$ cat config.mk
export PLATFORM = sky130hd
export DESIGN_NAME = ccdtg_top
export DESIGN_NICKNAME = d
export VERILOG_FILES = /design/src/rtl/ccdtg_pkg.sv /design/src/rtl/ccdtg_hclk.sv /design/src/rtl/ccdtg_serial.sv /design/src/rtl/ccdtg_top.sv
export VERILOG_INCLUDE_DIRS = /design/src /design/src/rtl
export SDC_FILE = /design/constraint.sdc
export NUM_CORES = 1
export LEC_CHECK = 0
export ABC_AREA = 1
export BUFFER_PORTS_ARGS = -buffer_cell sky130_fd_sc_hd__buf_4
export CORE_MARGIN = 1
export CORE_UTILIZATION = 40
export DETAILED_ROUTE_END_ITERATION = 8
export PLACE_DENSITY_LB_ADDON = 0.3
export SLEW_MARGIN = 10
export SYNTH_ARGS = -nofsm -noshare
export SYNTH_HDL_FRONTEND = slang
export SYNTH_SLANG_ARGS = --single-unit
export TNS_END_PERCENT = 100
$ cat constraint.sdc
create_clock -name mclk -period 3 [get_ports mclk]
set_input_delay 0.3 -clock mclk [delete_from_list [all_inputs] [get_ports mclk]]
set_output_delay 0.3 -clock mclk [all_outputs]
set_load 0.05 [all_outputs]
$ cat src/rtl/ccdtg_defs.svh
// constants of the ccd sync and horizontal clock timing core
// Contract
// - mode bit 0 slave sync, 1 master; level bit 0 low, 1 high active
// - master line sync rises at the 13-bit position in sync edge register
// - master field sync rises at the 12-bit upper field of that register
// - input-divide bit 1 halves the input clock, 0 leaves it undivided
// - first pair edges from two 6-bit fields; bit 16 zero inverts
// - second pair edges from two 6-bit fields; bit 16 zero inverts
// - last-stage clock edges from two 6-bit fields; bit 16 zero inverts
// - reset-gate edges from two 6-bit fields, fall default 10; bit 16 zero inverts
// - first-pair retime bit delays blanking toggles by one pixel
// - bit 1 retimes blanking for the second pair to its clock
// - bit 2 retimes blanking for the last-stage clock
// - blanking affects the last-stage clock only when bit 3 is 1
// - during blanking the three blanked clocks run at pixel rate over twice the width code
// - field-updated values apply at the line held in update-line register
// - update-hold bit 1 keeps working values, pending writes wait
`ifndef CCDTG_DEFS_SVH
`define CCDTG_DEFS_SVH
`define CCDTG_AW 8
`define CCDTG_DW 25
`define CCDTG_A_UPDLINE 8'h18
`define CCDTG_A_HOLD 8'h19
`define CCDTG_A_MODE 8'h20
`define CCDTG_A_LEVEL 8'h21
`define CCDTG_A_SYNCEDGE 8'h22
`define CCDTG_A_HALVE 8'h30
`define CCDTG_A_FIRST 8'h31
`define CCDTG_A_SECOND 8'h32
`define CCDTG_A_LAST 8'h33
`define CCDTG_A_RGATE 8'h34
`define CCDTG_A_BLANK 8'h35
`define CCDTG_A_DRIVE 8'h36
`define CCDTG_A_STATUS 8'h3f
`define CCDTG_LRISE_HI 12
`define CCDTG_LRISE_LO 0
`define CCDTG_FRISE_HI 24
`define CCDTG_FRISE_LO 13
`define CCDTG_RISE_HI 5
`define CCDTG_RISE_LO 0
`define CCDTG_FALL_HI 13
`define CCDTG_FALL_LO 8
`define CCDTG_POL_BIT 16
`define CCDTG_B_RT_FIRST 0
`define CCDTG_B_RT_SECOND 1
`define CCDTG_B_RT_LAST 2
`define CCDTG_B_LAST_EN 3
`define CCDTG_B_DIV_HI 6
`define CCDTG_B_DIV_LO 4
`define CCDTG_EDGE_RST 13'h1500
`define CCDTG_RGATE_RST 13'h1280
`define CCDTG_DRIVE_RST 24'h111111
`define CCDTG_STEP_LAST 6'h3f
`define CCDTG_ADDR_LAST 5'h07
`define CCDTG_DATA_BITS 5'h19
`define CCDTG_LINE_PIXELS 8192
`define CCDTG_FIELD_LINES 4096
`endif

$ cat src/rtl/ccdtg_pkg.sv
// types shared by the timing core modules
package ccdtg_pkg;
`include "ccdtg_defs.svh"
   typedef struct packed {
      logic pol;
      logic [5:0] fall;
      logic [5:0] rise;
   } ccdtg_edge_t;
   typedef struct packed {
      logic valid;
      logic [`CCDTG_AW-1:0] addr;
      logic [`CCDTG_DW-1:0] data;
   } ccdtg_wr_t;
   typedef enum logic [2:0] {
      SER_IDLE = 3'b001,
      SER_ADDR = 3'b010,
      SER_DATA = 3'b100
   } ccdtg_ser_t;
endpackage

$ cat src/rtl/ccdtg_hclk.sv
// one horizontal clock with edge placement, polarity and blanking divider
`timescale 1ns/1ps
`include "ccdtg_defs.svh"
module ccdtg_hclk
   import ccdtg_pkg::*;
(
   input wire logic mclk,
   input wire logic rst,
   input wire logic ce,
   input wire logic stepTick,
   input wire logic [5:0] phase,
   input wire ccdtg_edge_t cfg,
   input wire logic blank,
   input wire logic divActive,
   input wire logic divLevel,
   output logic clkOut,
   output logic clkOutN
);
   logic level_r;
   logic levelNxt;
   logic shaped;

   always_comb
   begin
      levelNxt = level_r;
      if (stepTick && phase == cfg.rise)
         levelNxt = 1'b1;
      else if (stepTick && phase == cfg.fall)
         levelNxt = 1'b0;
      // slow square clock in blanking when divActive, normal edges otherwise
      shaped = (blank && divActive) ? divLevel : levelNxt;
   end

   always_ff @(posedge mclk)
   begin
      if (rst)
      begin
         level_r <= 1'b0;
         clkOut <= 1'b1;
         clkOutN <= 1'b0;
      end
      else if (ce)
      begin
         level_r <= levelNxt;
         // pol zero inverts the convention
         clkOut <= shaped ^ ~cfg.pol;
         clkOutN <= ~(shaped ^ ~cfg.pol);
      end
   end
endmodule

$ cat src/rtl/ccdtg_serial.sv
// three-wire serial register port with readback
`timescale 1ns/1ps
`include "ccdtg_defs.svh"
module ccdtg_serial
   import ccdtg_pkg::*;
(
   input wire logic mclk,
   input wire logic rst,
   input wire logic ce,
   input wire logic serClk,
   input wire logic serData,
   input wire logic serLoadN,
   input wire logic [`CCDTG_DW-1:0] rdData,
   output logic [`CCDTG_AW-1:0] rdAddr,
   output logic serOut,
   output ccdtg_wr_t wr
);
   ccdtg_ser_t state_r;
   logic serClkPrev_r;
   logic loaded_r;
   logic [4:0] bitCnt_r;
   logic [`CCDTG_DW-1:0] data_r;
   logic [`CCDTG_DW-1:0] shOut_r;
   logic serRise;

   assign serRise = serClk & ~serClkPrev_r;

   always_ff @(posedge mclk)
   begin
      if (rst)
         serClkPrev_r <= 1'b0;
      else if (ce)
         serClkPrev_r <= serClk;
   end

   always_ff @(posedge mclk)
   begin
      if (rst)
      begin
         state_r <= SER_IDLE;
         loaded_r <= 1'b0;
         bitCnt_r <= 5'h00;
         rdAddr <= 8'h00;
         data_r <= 25'h0000000;
         shOut_r <= 25'h0000000;
         serOut <= 1'b0;
         wr <= '0;
      end
      else if (ce)
      begin
         wr.valid <= 1'b0;
         case (state_r)
            SER_IDLE:
            begin
               if (!serLoadN)
               begin
                  state_r <= SER_ADDR;
                  bitCnt_r <= 5'h00;
                  data_r <= 25'h0000000;
                  loaded_r <= 1'b0;
               end
            end
            SER_ADDR:
            begin
               if (serLoadN)
                  state_r <= SER_IDLE;
               else if (serRise)
               begin
                  rdAddr <= {serData, rdAddr[`CCDTG_AW-1:1]};
                  if (bitCnt_r == `CCDTG_ADDR_LAST)
                  begin
                     state_r <= SER_DATA;
                     bitCnt_r <= 5'h00;
                  end
                  else
                     bitCnt_r <= bitCnt_r + 5'h01;
               end
            end
            SER_DATA:
            begin
               if (serLoadN)
               begin
                  // write lands when the frame closes
                  wr.valid <= 1'b1;
                  wr.addr <= rdAddr;
                  wr.data <= data_r;
                  serOut <= 1'b0;
                  state_r <= SER_IDLE;
               end
               else if (!loaded_r)
               begin
                  shOut_r <= rdData;
                  serOut <= rdData[0];
                  loaded_r <= 1'b1;
               end
               else if (serRise && bitCnt_r < `CCDTG_DATA_BITS)
               begin
                  data_r[bitCnt_r] <= serData;
                  shOut_r <= shOut_r >> 1;
                  serOut <= shOut_r[1];
                  bitCnt_r <= bitCnt_r + 5'h01;
               end
            end
            default:
               state_r <= SER_IDLE;
         endcase
      end
   end
endmodule

$ cat src/rtl/ccdtg_top.sv
// sync generator and horizontal clock timing core
`timescale 1ns/1ps
`include "ccdtg_defs.svh"
module ccdtg_top
   import ccdtg_pkg::*;
#(
   parameter int LINE_PIXELS = `CCDTG_LINE_PIXELS,
   parameter int FIELD_LINES = `CCDTG_FIELD_LINES
)
(
   input wire logic mclk,
   input wire logic rst,
   input wire logic ce,
   input wire logic serClk,
   input wire logic serData,
   input wire logic serLoadN,
   output logic serOut,
   input wire logic lineSyncIn,
   output logic lineSyncOut,
   output logic lineSyncOe,
   input wire logic fieldSyncIn,
   output logic fieldSyncOut,
   output logic fieldSyncOe,
   input wire logic horizontalBlanking,
   output logic firstPairClockA,
   output logic firstPairClockB,
   output logic secondPairClockA,
   output logic secondPairClockB,
   output logic lastStageClock,
   output logic resetGateClock
);
   ccdtg_wr_t wr;
   logic [`CCDTG_AW-1:0] rdAddr;
   logic [`CCDTG_DW-1:0] rdData;
   logic syncMaster_r;
   logic syncActiveLevel_r;
   logic inputHalve_r;
   logic updateHold_r;
   logic [11:0] updateLine_r;
   logic [23:0] driveCode_r;
   ccdtg_edge_t firstCfg_r;
   ccdtg_edge_t secondCfg_r;
   ccdtg_edge_t lastCfg_r;
   ccdtg_edge_t gateCfg_r;
   logic [`CCDTG_DW-1:0] syncEdgeWork_r;
   logic [`CCDTG_DW-1:0] syncEdgePend_r;
   logic [6:0] blankWork_r;
   logic [6:0] blankPend_r;
   logic pending_r;
   logic halfTog_r;
   logic [5:0] phase_r;
   logic [12:0] pixCnt_r;
   logic [11:0] lineCnt_r;
   logic lineStart_r;
   logic lineSyncPrev_r;
   logic fieldSyncPrev_r;
   logic blankDly_r;
   logic [2:0] divCnt_r;
   logic divLevel_r;
   logic stepTick;
   logic pixTick;
   logic lineWrap;
   logic lineEdgeIn;
   logic fieldEdgeIn;
   logic applyNow;
   logic firstBlank;
   logic secondBlank;
   logic lastBlank;
   logic [2:0] divCode;

   function automatic logic pickBlank(input logic retime, input logic raw, input logic dly);
      pickBlank = retime ? dly : raw;
   endfunction

   function automatic ccdtg_edge_t toEdge(input logic [`CCDTG_DW-1:0] d);
      toEdge.rise = d[`CCDTG_RISE_HI:`CCDTG_RISE_LO];
      toEdge.fall = d[`CCDTG_FALL_HI:`CCDTG_FALL_LO];
      toEdge.pol = d[`CCDTG_POL_BIT];
   endfunction

   function automatic logic [`CCDTG_DW-1:0] fromEdge(input ccdtg_edge_t e);
      fromEdge = '0;
      fromEdge[`CCDTG_RISE_HI:`CCDTG_RISE_LO] = e.rise;
      fromEdge[`CCDTG_FALL_HI:`CCDTG_FALL_LO] = e.fall;
      fromEdge[`CCDTG_POL_BIT] = e.pol;
   endfunction

   ccdtg_serial serialPort (
      .mclk(mclk),
      .rst(rst),
      .ce(ce),
      .serClk(serClk),
      .serData(serData),
      .serLoadN(serLoadN),
      .rdData(rdData),
      .rdAddr(rdAddr),
      .serOut(serOut),
      .wr(wr)
   );

   // register readback
   always_comb
   begin
      rdData = '0;
      if (rdAddr == `CCDTG_A_UPDLINE)
         rdData[11:0] = updateLine_r;
      else if (rdAddr == `CCDTG_A_HOLD)
         rdData[0] = updateHold_r;
      else if (rdAddr == `CCDTG_A_MODE)
         rdData[0] = syncMaster_r;
      else if (rdAddr == `CCDTG_A_LEVEL)
         rdData[0] = syncActiveLevel_r;
      else if (rdAddr == `CCDTG_A_SYNCEDGE)
         rdData = syncEdgeWork_r;
      else if (rdAddr == `CCDTG_A_HALVE)
         rdData[0] = inputHalve_r;
      else if (rdAddr == `CCDTG_A_FIRST)
         rdData = fromEdge(firstCfg_r);
      else if (rdAddr == `CCDTG_A_SECOND)
         rdData = fromEdge(secondCfg_r);
      else if (rdAddr == `CCDTG_A_LAST)
         rdData = fromEdge(lastCfg_r);
      else if (rdAddr == `CCDTG_A_RGATE)
         rdData = fromEdge(gateCfg_r);
      else if (rdAddr == `CCDTG_A_BLANK)
         rdData[6:0] = blankWork_r;
      else if (rdAddr == `CCDTG_A_DRIVE)
         rdData[23:0] = driveCode_r;
      else if (rdAddr == `CCDTG_A_STATUS)
         rdData[12:0] = {pending_r, lineCnt_r};
   end

   // immediate registers
   always_ff @(posedge mclk)
   begin
      if (rst)
      begin
         syncMaster_r <= 1'b0;
         syncActiveLevel_r <= 1'b0;
         inputHalve_r <= 1'b0;
         updateHold_r <= 1'b0;
         updateLine_r <= 12'h000;
         driveCode_r <= `CCDTG_DRIVE_RST;
         firstCfg_r <= `CCDTG_EDGE_RST;
         secondCfg_r <= `CCDTG_EDGE_RST;
         lastCfg_r <= `CCDTG_EDGE_RST;
         gateCfg_r <= `CCDTG_RGATE_RST;
      end
      else if (ce && wr.valid)
      begin
         if (wr.addr == `CCDTG_A_MODE)
            syncMaster_r <= wr.data[0];
         else if (wr.addr == `CCDTG_A_LEVEL)
            syncActiveLevel_r <= wr.data[0];
         else if (wr.addr == `CCDTG_A_HALVE)
            inputHalve_r <= wr.data[0];
         else if (wr.addr == `CCDTG_A_HOLD)
            updateHold_r <= wr.data[0];
         else if (wr.addr == `CCDTG_A_UPDLINE)
            updateLine_r <= wr.data[11:0];
         else if (wr.addr == `CCDTG_A_DRIVE)
            driveCode_r <= wr.data[23:0];
         else if (wr.addr == `CCDTG_A_FIRST)
            firstCfg_r <= toEdge(wr.data);
         else if (wr.addr == `CCDTG_A_SECOND)
            secondCfg_r <= toEdge(wr.data);
         else if (wr.addr == `CCDTG_A_LAST)
            lastCfg_r <= toEdge(wr.data);
         else if (wr.addr == `CCDTG_A_RGATE)
            gateCfg_r <= toEdge(wr.data);
      end
   end

   // field-updated registers: staged, applied at the update line
   assign applyNow = lineStart_r && (lineCnt_r == updateLine_r) && !updateHold_r;

   always_ff @(posedge mclk)
   begin
      if (rst)
      begin
         syncEdgePend_r <= 25'h0000000;
         syncEdgeWork_r <= 25'h0000000;
         blankPend_r <= 7'h00;
         blankWork_r <= 7'h00;
         pending_r <= 1'b0;
      end
      else if (ce)
      begin
         if (applyNow && pending_r)
         begin
            syncEdgeWork_r <= syncEdgePend_r;
            blankWork_r <= blankPend_r;
            pending_r <= 1'b0;
         end
         // a write in the apply cycle stays pending
         if (wr.valid && wr.addr == `CCDTG_A_SYNCEDGE)
         begin
            syncEdgePend_r <= wr.data;
            pending_r <= 1'b1;
         end
         else if (wr.valid && wr.addr == `CCDTG_A_BLANK)
         begin
            blankPend_r <= wr.data[6:0];
            pending_r <= 1'b1;
         end
      end
   end

   // step and pixel timing
   assign stepTick = !inputHalve_r || halfTog_r;
   assign pixTick = stepTick && (phase_r == `CCDTG_STEP_LAST);
   assign lineWrap = pixTick && (pixCnt_r == 13'(LINE_PIXELS - 1));
   assign lineEdgeIn = (lineSyncIn == syncActiveLevel_r) && (lineSyncPrev_r != syncActiveLevel_r);
   assign fieldEdgeIn = (fieldSyncIn == syncActiveLevel_r) && (fieldSyncPrev_r != syncActiveLevel_r);

   always_ff @(posedge mclk)
   begin
      if (rst)
      begin
         halfTog_r <= 1'b0;
         phase_r <= 6'h00;
      end
      else if (ce)
      begin
         halfTog_r <= ~halfTog_r;
         if (stepTick)
            phase_r <= phase_r + 6'h01;
      end
   end

   always_ff @(posedge mclk)
   begin
      if (rst)
      begin
         pixCnt_r <= 13'h0000;
         lineCnt_r <= 12'h000;
         lineStart_r <= 1'b0;
         lineSyncPrev_r <= 1'b0;
         fieldSyncPrev_r <= 1'b0;
      end
      else if (ce)
      begin
         lineSyncPrev_r <= lineSyncIn;
         fieldSyncPrev_r <= fieldSyncIn;
         lineStart_r <= 1'b0;
         if (!syncMaster_r && fieldEdgeIn)
         begin
            // slave: outside sync restarts the counters
            lineCnt_r <= 12'h000;
            pixCnt_r <= 13'h0000;
            lineStart_r <= 1'b1;
         end
         else if (!syncMaster_r && lineEdgeIn)
         begin
            lineCnt_r <= lineCnt_r + 12'h001;
            pixCnt_r <= 13'h0000;
            lineStart_r <= 1'b1;
         end
         else if (lineWrap)
         begin
            pixCnt_r <= 13'h0000;
            lineStart_r <= 1'b1;
            if (lineCnt_r == 12'(FIELD_LINES - 1))
               lineCnt_r <= 12'h000;
            else
               lineCnt_r <= lineCnt_r + 12'h001;
         end
         else if (pixTick)
            pixCnt_r <= pixCnt_r + 13'h0001;
      end
   end

   // sync pins: driven in master, released in slave
   always_ff @(posedge mclk)
   begin
      if (rst)
      begin
         lineSyncOut <= 1'b1;
         fieldSyncOut <= 1'b1;
         lineSyncOe <= 1'b1;
         fieldSyncOe <= 1'b1;
      end
      else if (ce)
      begin
         lineSyncOe <= ~syncMaster_r;
         fieldSyncOe <= ~syncMaster_r;
         if (syncMaster_r && pixCnt_r == syncEdgeWork_r[`CCDTG_LRISE_HI:`CCDTG_LRISE_LO])
            lineSyncOut <= syncActiveLevel_r;
         else
            lineSyncOut <= ~syncActiveLevel_r;
         if (syncMaster_r && lineCnt_r == syncEdgeWork_r[`CCDTG_FRISE_HI:`CCDTG_FRISE_LO])
            fieldSyncOut <= syncActiveLevel_r;
         else
            fieldSyncOut <= ~syncActiveLevel_r;
      end
   end

   // blanking retime and slow clock divider
   assign firstBlank = pickBlank(blankWork_r[`CCDTG_B_RT_FIRST], horizontalBlanking, blankDly_r);
   assign secondBlank = pickBlank(blankWork_r[`CCDTG_B_RT_SECOND], horizontalBlanking, blankDly_r);
   assign lastBlank = blankWork_r[`CCDTG_B_LAST_EN] &&
      pickBlank(blankWork_r[`CCDTG_B_RT_LAST], horizontalBlanking, blankDly_r);
   assign divCode = blankWork_r[`CCDTG_B_DIV_HI:`CCDTG_B_DIV_LO];

   always_ff @(posedge mclk)
   begin
      if (rst)
      begin
         blankDly_r <= 1'b0;
         divCnt_r <= 3'h0;
         divLevel_r <= 1'b0;
      end
      else if (ce && pixTick)
      begin
         blankDly_r <= horizontalBlanking;
         if (!(firstBlank || secondBlank || lastBlank))
         begin
            divCnt_r <= 3'h0;
            divLevel_r <= 1'b0;
         end
         else if (divCnt_r >= divCode - 3'h1)
         begin
            // half period of code pixels
            divCnt_r <= 3'h0;
            divLevel_r <= ~divLevel_r;
         end
         else
            divCnt_r <= divCnt_r + 3'h1;
      end
   end

   ccdtg_hclk firstPair (
      .mclk(mclk),
      .rst(rst),
      .ce(ce),
      .stepTick(stepTick),
      .phase(phase_r),
      .cfg(firstCfg_r),
      .blank(firstBlank),
      .divActive(divCode != 3'h0),
      .divLevel(divLevel_r),
      .clkOut(firstPairClockA),
      .clkOutN(firstPairClockB)
   );

   ccdtg_hclk secondPair (
      .mclk(mclk),
      .rst(rst),
      .ce(ce),
      .stepTick(stepTick),
      .phase(phase_r),
      .cfg(secondCfg_r),
      .blank(secondBlank),
      .divActive(divCode != 3'h0),
      .divLevel(divLevel_r),
      .clkOut(secondPairClockA),
      .clkOutN(secondPairClockB)
   );

   ccdtg_hclk lastStage (
      .mclk(mclk),
      .rst(rst),
      .ce(ce),
      .stepTick(stepTick),
      .phase(phase_r),
      .cfg(lastCfg_r),
      .blank(lastBlank),
      .divActive(divCode != 3'h0),
      .divLevel(divLevel_r),
      .clkOut(lastStageClock),
      .clkOutN()
   );

   ccdtg_hclk resetGate (
      .mclk(mclk),
      .rst(rst),
      .ce(ce),
      .stepTick(stepTick),
      .phase(phase_r),
      .cfg(gateCfg_r),
      .blank(1'b0),
      .divActive(1'b0),
      .divLevel(1'b0),
      .clkOut(resetGateClock),
      .clkOutN()
   );
endmodule

==> reports/qor.csv, run 1 <==
metric,value,unit
max-vdd-ir-drop,0.421,mV
maxSlewViolCount,0,
clock_path_buffers,3,
postCtsHoldBufs,1,
syn_to_final_growth,12.0,%
pin_count,20,
finalClockSkew,0.0179,ns
syn-num-nets,2039,
start_util,40.7,%
grt_pass1_wl,75400,um
antenna_found_initial,0,
grt_overflow,0,
worstSetupEndpointType,register,
drive_gt1_share,8.36,%
rows,69,
hpwl,35400,um
synth_warnings,0,
synth.cell_area,0.0145,mm^2
final_cells,2495,
relSlewSlack,43.4,%
synth_cell_types,57,
wl_per_cell,19.6,um
async_flop_share,0,%
fill_cells,3667,
synth_edf_count,0,
power-per-cell-area,555,mW/mm^2
fin_crit,2.52,ns
wl,49000,um
design.core.area,0.0357,mm^2
clk_pin_slew,0.06,ns
diodes,0,
die_width,192,um
power,0.00902,W
crit_type,register to register,
routed_via_density,5.58,
period_share,83.8,%
crit_arrival,2.95,ns
cellLeakagePower,6.27,nW
fin_util,45.6,%
violations,design-rule violations,
setup_violations,0,
io_buffers,19,
clock-root-buffer,clkbuf_16,
die-area,0.0370,mm^2
cap_violations,0,
grt_usage,26.7,%
gp_congestion,0.972,
rsz0062_at_grt,false,
drc,2,
tns,0,ns
critPathMaxFanout,12,
grt_max_degree,72,
synth_ff_type,dfxtp_1,
fmax,398,MHz
nNetsFinal,2031,
synth_cells,2017,
dp_cells,2432,
syn_area_per_cell,7.19,um^2
htree_levels,2,
reg2reg_depth,12,
grt_pass1_vias,12855,
hold_depth,3,
hold_viol,0,
cts_resized,0,
multi_input_area,0.00697,mm^2
worst_slew_pin_slew,0.848,ns
first_pass_iters,7,
numCtsBuffers,35,
status,"complete, but fails checks",
cts_tree,done,
required,3.43,ns
fp.dieH,192,um
hold_path.class,input pin to register,
ys_seq_elements,312,
clock-sinks,312,
regArea,0.00625,mm^2
drt-initial-drc-count,1108,
num_vias,13920,
startpoint_type,register,
ys_seq_area_share,43.1,%
antenna_left,0,
clk-insertion-delay-late,0.53,ns
cts_setup_buffers,0,
-- sequential cells by signal, summed over array words and instances (netlist names), 5 cells and up --
register	flops
serialPort.bitCnt_r	5
serialPort.rdAddr	8
blankPend_r	7
syncEdgePend_r	25
lastCfg_r	13
syncEdgeWork_r	25
serialPort.shOut_r	24
gateCfg_r	13
firstCfg_r	13
serialPort.wr	34
serialPort.data_r	25
blankWork_r	7
updateLine_r	12
secondCfg_r	13
lineCnt_r	12
driveCode_r	24
pixCnt_r	13
phase_r	6
-- cell usage after synthesis (4+ instances only) --
library cell,count,area [um^2]
o2111ai_1,7,61.3
buf_4,7,52.6
nor3_1,36,180
inv_1,210,788
a21oi_1,289,1450
o21ai_1,25,125
nand3_1,54,270
a31oi_1,4,25.0
nor2_2,8,50.1
nor3b_1,6,45.0
ha_1,13,163
nand2_2,11,68.8
nand3b_1,4,30.0
nor2_1,146,548
nor4_1,10,62.6
o21ai_0,283,1420
o22ai_1,34,213
nand2_1,324,1220
buf_2,18,90.1
o211ai_1,24,180
nand2_4,4,45.0
a211oi_1,15,113
clkbuf_1,72,270
nand4_1,17,106
xnor2_1,9,78.8
xor2_1,12,105
inv_2,12,45.0
dfxtp_1,312,6250
a221oi_1,6,52.6
-- cells in the final DEF, fill, tap and decap left out, types with 24 or more instances in the layout --
cell | Yosys | layout
nand2_1 | 324 | 323
nor3_1 | 36 | 36
nor2_1 | 146 | 145
o21ai_0 | 283 | 283
a21oi_1 | 289 | 289
o21ai_1 | 25 | 25
nand3_1 | 54 | 54
o211ai_1 | 24 | 24
o22ai_1 | 34 | 34
buf_4 | 7 | 53
inv_1 | 210 | 209
clkbuf_16 | 0 | 36
dfxtp_1 | 312 | 312
-- power breakdown --
group / switching (W) / internal [W]
Clock: 0.00177 / 0.00254
Combinational: 0.000352 / 0.000136
Sequential: 0.0000391 / 0.00418
Total: 0.00216 / 0.00686
-- critical path, cell delays in order, from the launching register on --
cell and delay [ns]:
dfxtp_1 0.60, ha_1 0.27, nand3_1 0.11, nor2_1 0.12, nand2_1 0.17, nor4_2 0.25
nor2_1 0.08, nand2_2 0.09, nand2_4 0.13, nand2_1 0.37, a21oi_1 0.12, nand2_1 0.08
inv_1 0.04
-- cell families (layout without fill, tap and decap cells) --
| family | after synthesis | after routing | share of synthesized area (%) |
|---|---|---|---|
| AO/OA/AOI/OAI | 711 | 711 | 26.5 |
| AND/OR/NAND/NOR | 631 | 631 | 19.1 |
| buffers and inverters | 329 | 346 | 8.96 |
| flip-flops | 312 | 312 | 43.1 |
| XOR/XNOR | 21 | 21 | 1.27 |
| adder cells (fa/ha/maj) | 13 | 13 | 1.12 |
-- path summary, 6_finish.rpt --
check / slack [ns] / startpoint / to
worst max-delay path: 0.48 / phase_r[0]$_SDFFE_PP0P_ / lineCnt_r[7]$_SDFFE_PP0P_
worst min-delay path: 0.02 / lineSyncIn / lineSyncPrev_r$_SDFFE_PP0P_
worst max register to register: 0.48 / phase_r[0]$_SDFFE_PP0P_ / lineCnt_r[7]$_SDFFE_PP0P_
worst min register to register: 0.45 / driveCode_r[23]$_SDFFE_PP0P_ / driveCode_r[23]$_SDFFE_PP0P_
-- routing by layer --
metal | wire length, um | vias to the layer above | share of wire, % | track usage, %
li1 | - | 6799 | - | -
met4 | 1300 | 0 | 2.7 | 7.84
met1 | 22500 | 6556 | 46 | 37.0
met2 | 22100 | 484 | 45 | 42.3
met3 | 3160 | 81 | 6.5 | 4.42
met5 | 0 | - | 0 | 0
-- cell type report --
| cell class | count | area share (%) |
|---|---|---|
| clock inverters | 11 | 0.601 |
| multi-input cells | 1376 | 42.9 |
| clock buffers | 51 | 6.51 |
| flip-flops and latches | 312 | 38.5 |
| repair buffers | 55 | 2.63 |
| well taps | 461 | 3.55 |
| inverters | 229 | 5.38 |
-- metrics by stage --
stage	hold slack, ns	setup WS (ns)	cell area [um^2]
after floorplan	0.425	1.22	14500
after global routing	0.0145	0.214	16200
after detailed placement	0.448	0.461	15100
after global placement	0.436	0.540	15100
final	0.0239	0.485	16200
after CTS	0.00361	0.469	16200
No activity file was read; power rests on OpenSTA's default activity.
==> run 2: changes to the inputs <==
--- a/config.mk
+++ b/config.mk
@@ -6,7 +6,7 @@
 export SDC_FILE = /design/constraint.sdc
 export NUM_CORES = 1
 export LEC_CHECK = 0
-export ABC_AREA = 1
+export ABC_AREA = 0
 export BUFFER_PORTS_ARGS = -buffer_cell sky130_fd_sc_hd__buf_4
 export CORE_MARGIN = 1
 export CORE_UTILIZATION = 40
==> constraint.sdc (replaced) <==
create_clock -name mclk -period 2.5 [get_ports mclk]
set_input_delay 0.25 -clock mclk [delete_from_list [all_inputs] [get_ports mclk]]
set_output_delay 0.25 -clock mclk [all_outputs]
set_load 0.05 [all_outputs]
==> reports/qor.csv, run 2 <==
metric,value,unit,change
rows,70,,+1.4%
crit_top_cell,o21ai_0,,
ys_seq_elements,312,,unchanged
routed_via_density,5.73,,+2.7%
cellLeakagePower,6.50,nW,+3.6%
htree_levels,2,,unchanged
fin_crit,2.41,ns,-0.105 ns
startpoint,serialPort.rdAddr[2]$_SDFFE_PP0P_,,
worst_slew_pin_slew,1.03,ns,+0.183 ns
cts_tree,done,,
wl_per_cell,21.0,um,+7.0%
clock-root-buffer,clkbuf_16,,
setup_ws,0.0897,ns,-0.395 ns
pin_count,20,,unchanged
multi_input_area,0.00813,mm^2,+17%
design.core.area,0.0370,mm^2,+3.7%
die_width,197,um,+2.2%
synth_cells,1878,,-6.9%
top_register,serialPort.wr,,
rsz0062_at_grt,false,,
syn_area_per_cell,8.06,um^2,+12%
final_common_cell,nand2_1,,
synth_largest_area_cell,dfxtp_1,,
nNetsFinal,1902,,-6.4%
ff2ff_setup_slack,0.09,ns,-0.40 ns
synth_area_leaders,"dfxtp_1 (41%), nand2_1 (7.9%), a21oi_1 (6.2%), mux2i_1 (5.0%), nor2_1 (3.9%)",,
slowest_delay,0.46,ns,-0.14 ns
period_share,96.4,%,+13 points
first_pass_iters,6,,-1
power-per-cell-area,616,mW/mm^2,+11%
startpoint_type,register,,
clock-sinks,312,,unchanged
hold_viol,0,,unchanged
synth_ff_type,dfxtp_1,,
ys_seq_area_share,41.3,%,-1.8 points
finalClockSkew,0.0101,ns,-0.00785 ns
synth_top_cell_area_share,41.3,%,-1.8 points
grt_overflow,0,,unchanged
fp.dieH,197,um,+2.2%
final_area,0.0173,mm^2,+6.3%
hold_path.class,input pin to register,,
relSlewSlack,31.2,%,-12 points
grt_usage,26.2,%,-0.45 points
fin_util,46.7,%,+1.1 points
r2r-end,serialPort.shOut_r[8]$_SDFFE_PP0P_,,
synth.cell_area,0.0151,mm^2,+4.4%
io_buffers,19,,unchanged
largest_reg_flops,34,,unchanged
max-vdd-ir-drop,0.492,mV,+17%
endpoint,serialPort.shOut_r[8]$_SDFFE_PP0P_,,
crit_type,register to register,,
clock_path_buffers,3,,unchanged
critPathMaxFanout,11,,-1
synth_warnings,0,,unchanged
drt-initial-drc-count,1154,,+4.2%
start_util,41.0,%,+0.29 points
hpwl,35600,um,+0.59%
synth_most_common_cell,nand2_1,,
clk-insertion-delay-late,0.54,ns,about the same
drive_gt1_share,10.5,%,+2.1 points
fill_cells,3675,,+0.22%
num_vias,13797,,-0.88%
setup_violations,0,,unchanged
reg2reg_depth,6,,-6
antenna_found_initial,1,,+1
required,2.95,ns,-0.48 ns
drc,0,,-2
final_cell_mix,"nand2_1 (317), dfxtp_1 (312), a21oi_1 (188), nor2_1 (157), buf_4 (108)",,
grt_max_degree,131,,+82%
antenna_left,0,,unchanged
grt_pass1_vias,12553,,-2.3%
crit_arrival,2.86,ns,-0.09 ns
critical-path-slowest-cell,or2_2,,
worstSetupEndpointType,register,,
syn-num-nets,1900,,-6.8%
cp_cell_sequence,"or2_2, nor2_2, o21ai_0, a221oi_1, o21ai_0, a211oi_1",,
place_area,0.0161,mm^2,+6.5%
gp_congestion,1.04,,+7.3%
cts_setup_buffers,0,,unchanged
place_ws,0.202,ns,-0.259 ns
numCtsBuffers,36,,+2.9%
clk_pin_slew,0.06,ns,about the same
status,finished clean,,
die-area,0.0386,mm^2,+4.3%
cap_violations,0,,unchanged
diodes,0,,unchanged
async_flop_share,0,%,unchanged
synth_edf_count,0,,unchanged
tns,0,ns,unchanged
synthTopCellsByCount,"nand2_1 (317), dfxtp_1 (312), a21oi_1 (188), nor2_1 (157), clkbuf_1 (115)",,
maxSlewViolCount,0,,unchanged
regToRegStartpoint,serialPort.rdAddr[2]$_SDFFE_PP0P_,,
synth_cell_types,76,,+33%
grt_pass1_wl,77300,um,+2.5%
wl,50600,um,+3.3%
syn_to_final_growth,14.0,%,
regArea,0.00625,mm^2,unchanged
fmax,415,MHz,+4.4%
==> run 2: layout make-up <==
type / instances / area share, %
multi-input combinational: 1368 / 47.1
sequential: 312 / 36.2
clock buffer: 54 / 6.26
timing repair buffer: 117 / 5.41
tap: 504 / 3.65
inverter: 45 / 0.979
clock inverter: 8 / 0.391
==> run 2: where the power goes <==
part           internal (W)  switching (W)
registers           0.00500      0.0000222
clock network       0.00308        0.00212
logic              0.000136       0.000280
total               0.00821        0.00242
==> run 2: kinds of logic (layout without fill, tap and decap cells) <==
family	after synthesis	after routing	share of synthesized area (%)
muxes	84	84	5.62
and+or+nand+nor	742	742	22.6
DFF	312	312	41.3
adders and majority gates	13	13	1.07
AOI/OAI and AO/OA	413	413	17.6
buffers and inverters	198	224	5.18
xor gates and xnor gates	116	116	6.71
==> run 2: stage by stage <==
| step | instances | power, W | hold slack [ns] |
|---|---|---|---|
| final | 2408 | 0.0106 | 0.103 |
| after CTS | 2408 | 0.0107 | 0.0716 |
| after floorplan | 1878 | 0.00541 | 0.386 |
| after detailed placement | 2341 | 0.00554 | 0.443 |
| after global placement | 2341 | 0.00553 | 0.439 |
| after global routing | 2408 | 0.0110 | 0.147 |
==> run 2: critical path, delay by kind of cell (launching register included) <==
| family | cells | cell delay, ns |
|---|---|---|
| compound gates | 4 | 1.01 |
| simple gates | 2 | 0.86 |
| flops | 1 | 0.45 |
==> run 2: worst min path at each step <==
stage | start | end | depth (start not counted)
global route | serLoadN | serialPort.state_r[1]$_SDFFE_PP0P_ | 4
floorplan | horizontalBlanking | blankDly_r$_SDFFE_PP0P_ | 2
detailed placement | serialPort.data_r[20]$_SDFFE_PP0P_ | serialPort.wr[20]$_SDFFE_PP0P_ | 2
finish | serLoadN | serialPort.state_r[0]$_SDFFE_PP1P_ | 3
CTS | serLoadN | serialPort.state_r[0]$_SDFFE_PP1P_ | 3
global placement | serialPort.data_r[20]$_SDFFE_PP0P_ | serialPort.wr[20]$_SDFFE_PP0P_ | 2
==> run 2: timing repair <==
action / in CTS / in global routing
hold buffers: 5 / 0
resized for setup: 0 / 0
endpoints found under the hold margin: 5 / 0
==> run 2: routing by layer <==
layer  track usage, %  vias to the layer above  part of all wire [%]
li1                 -                     6548                     -
met1             37.7                     6674                    46
met2             40.4                      486                    45
met3             3.51                       89                   6.7
met4             8.36                        0                   2.8
met5                0                        -                     0
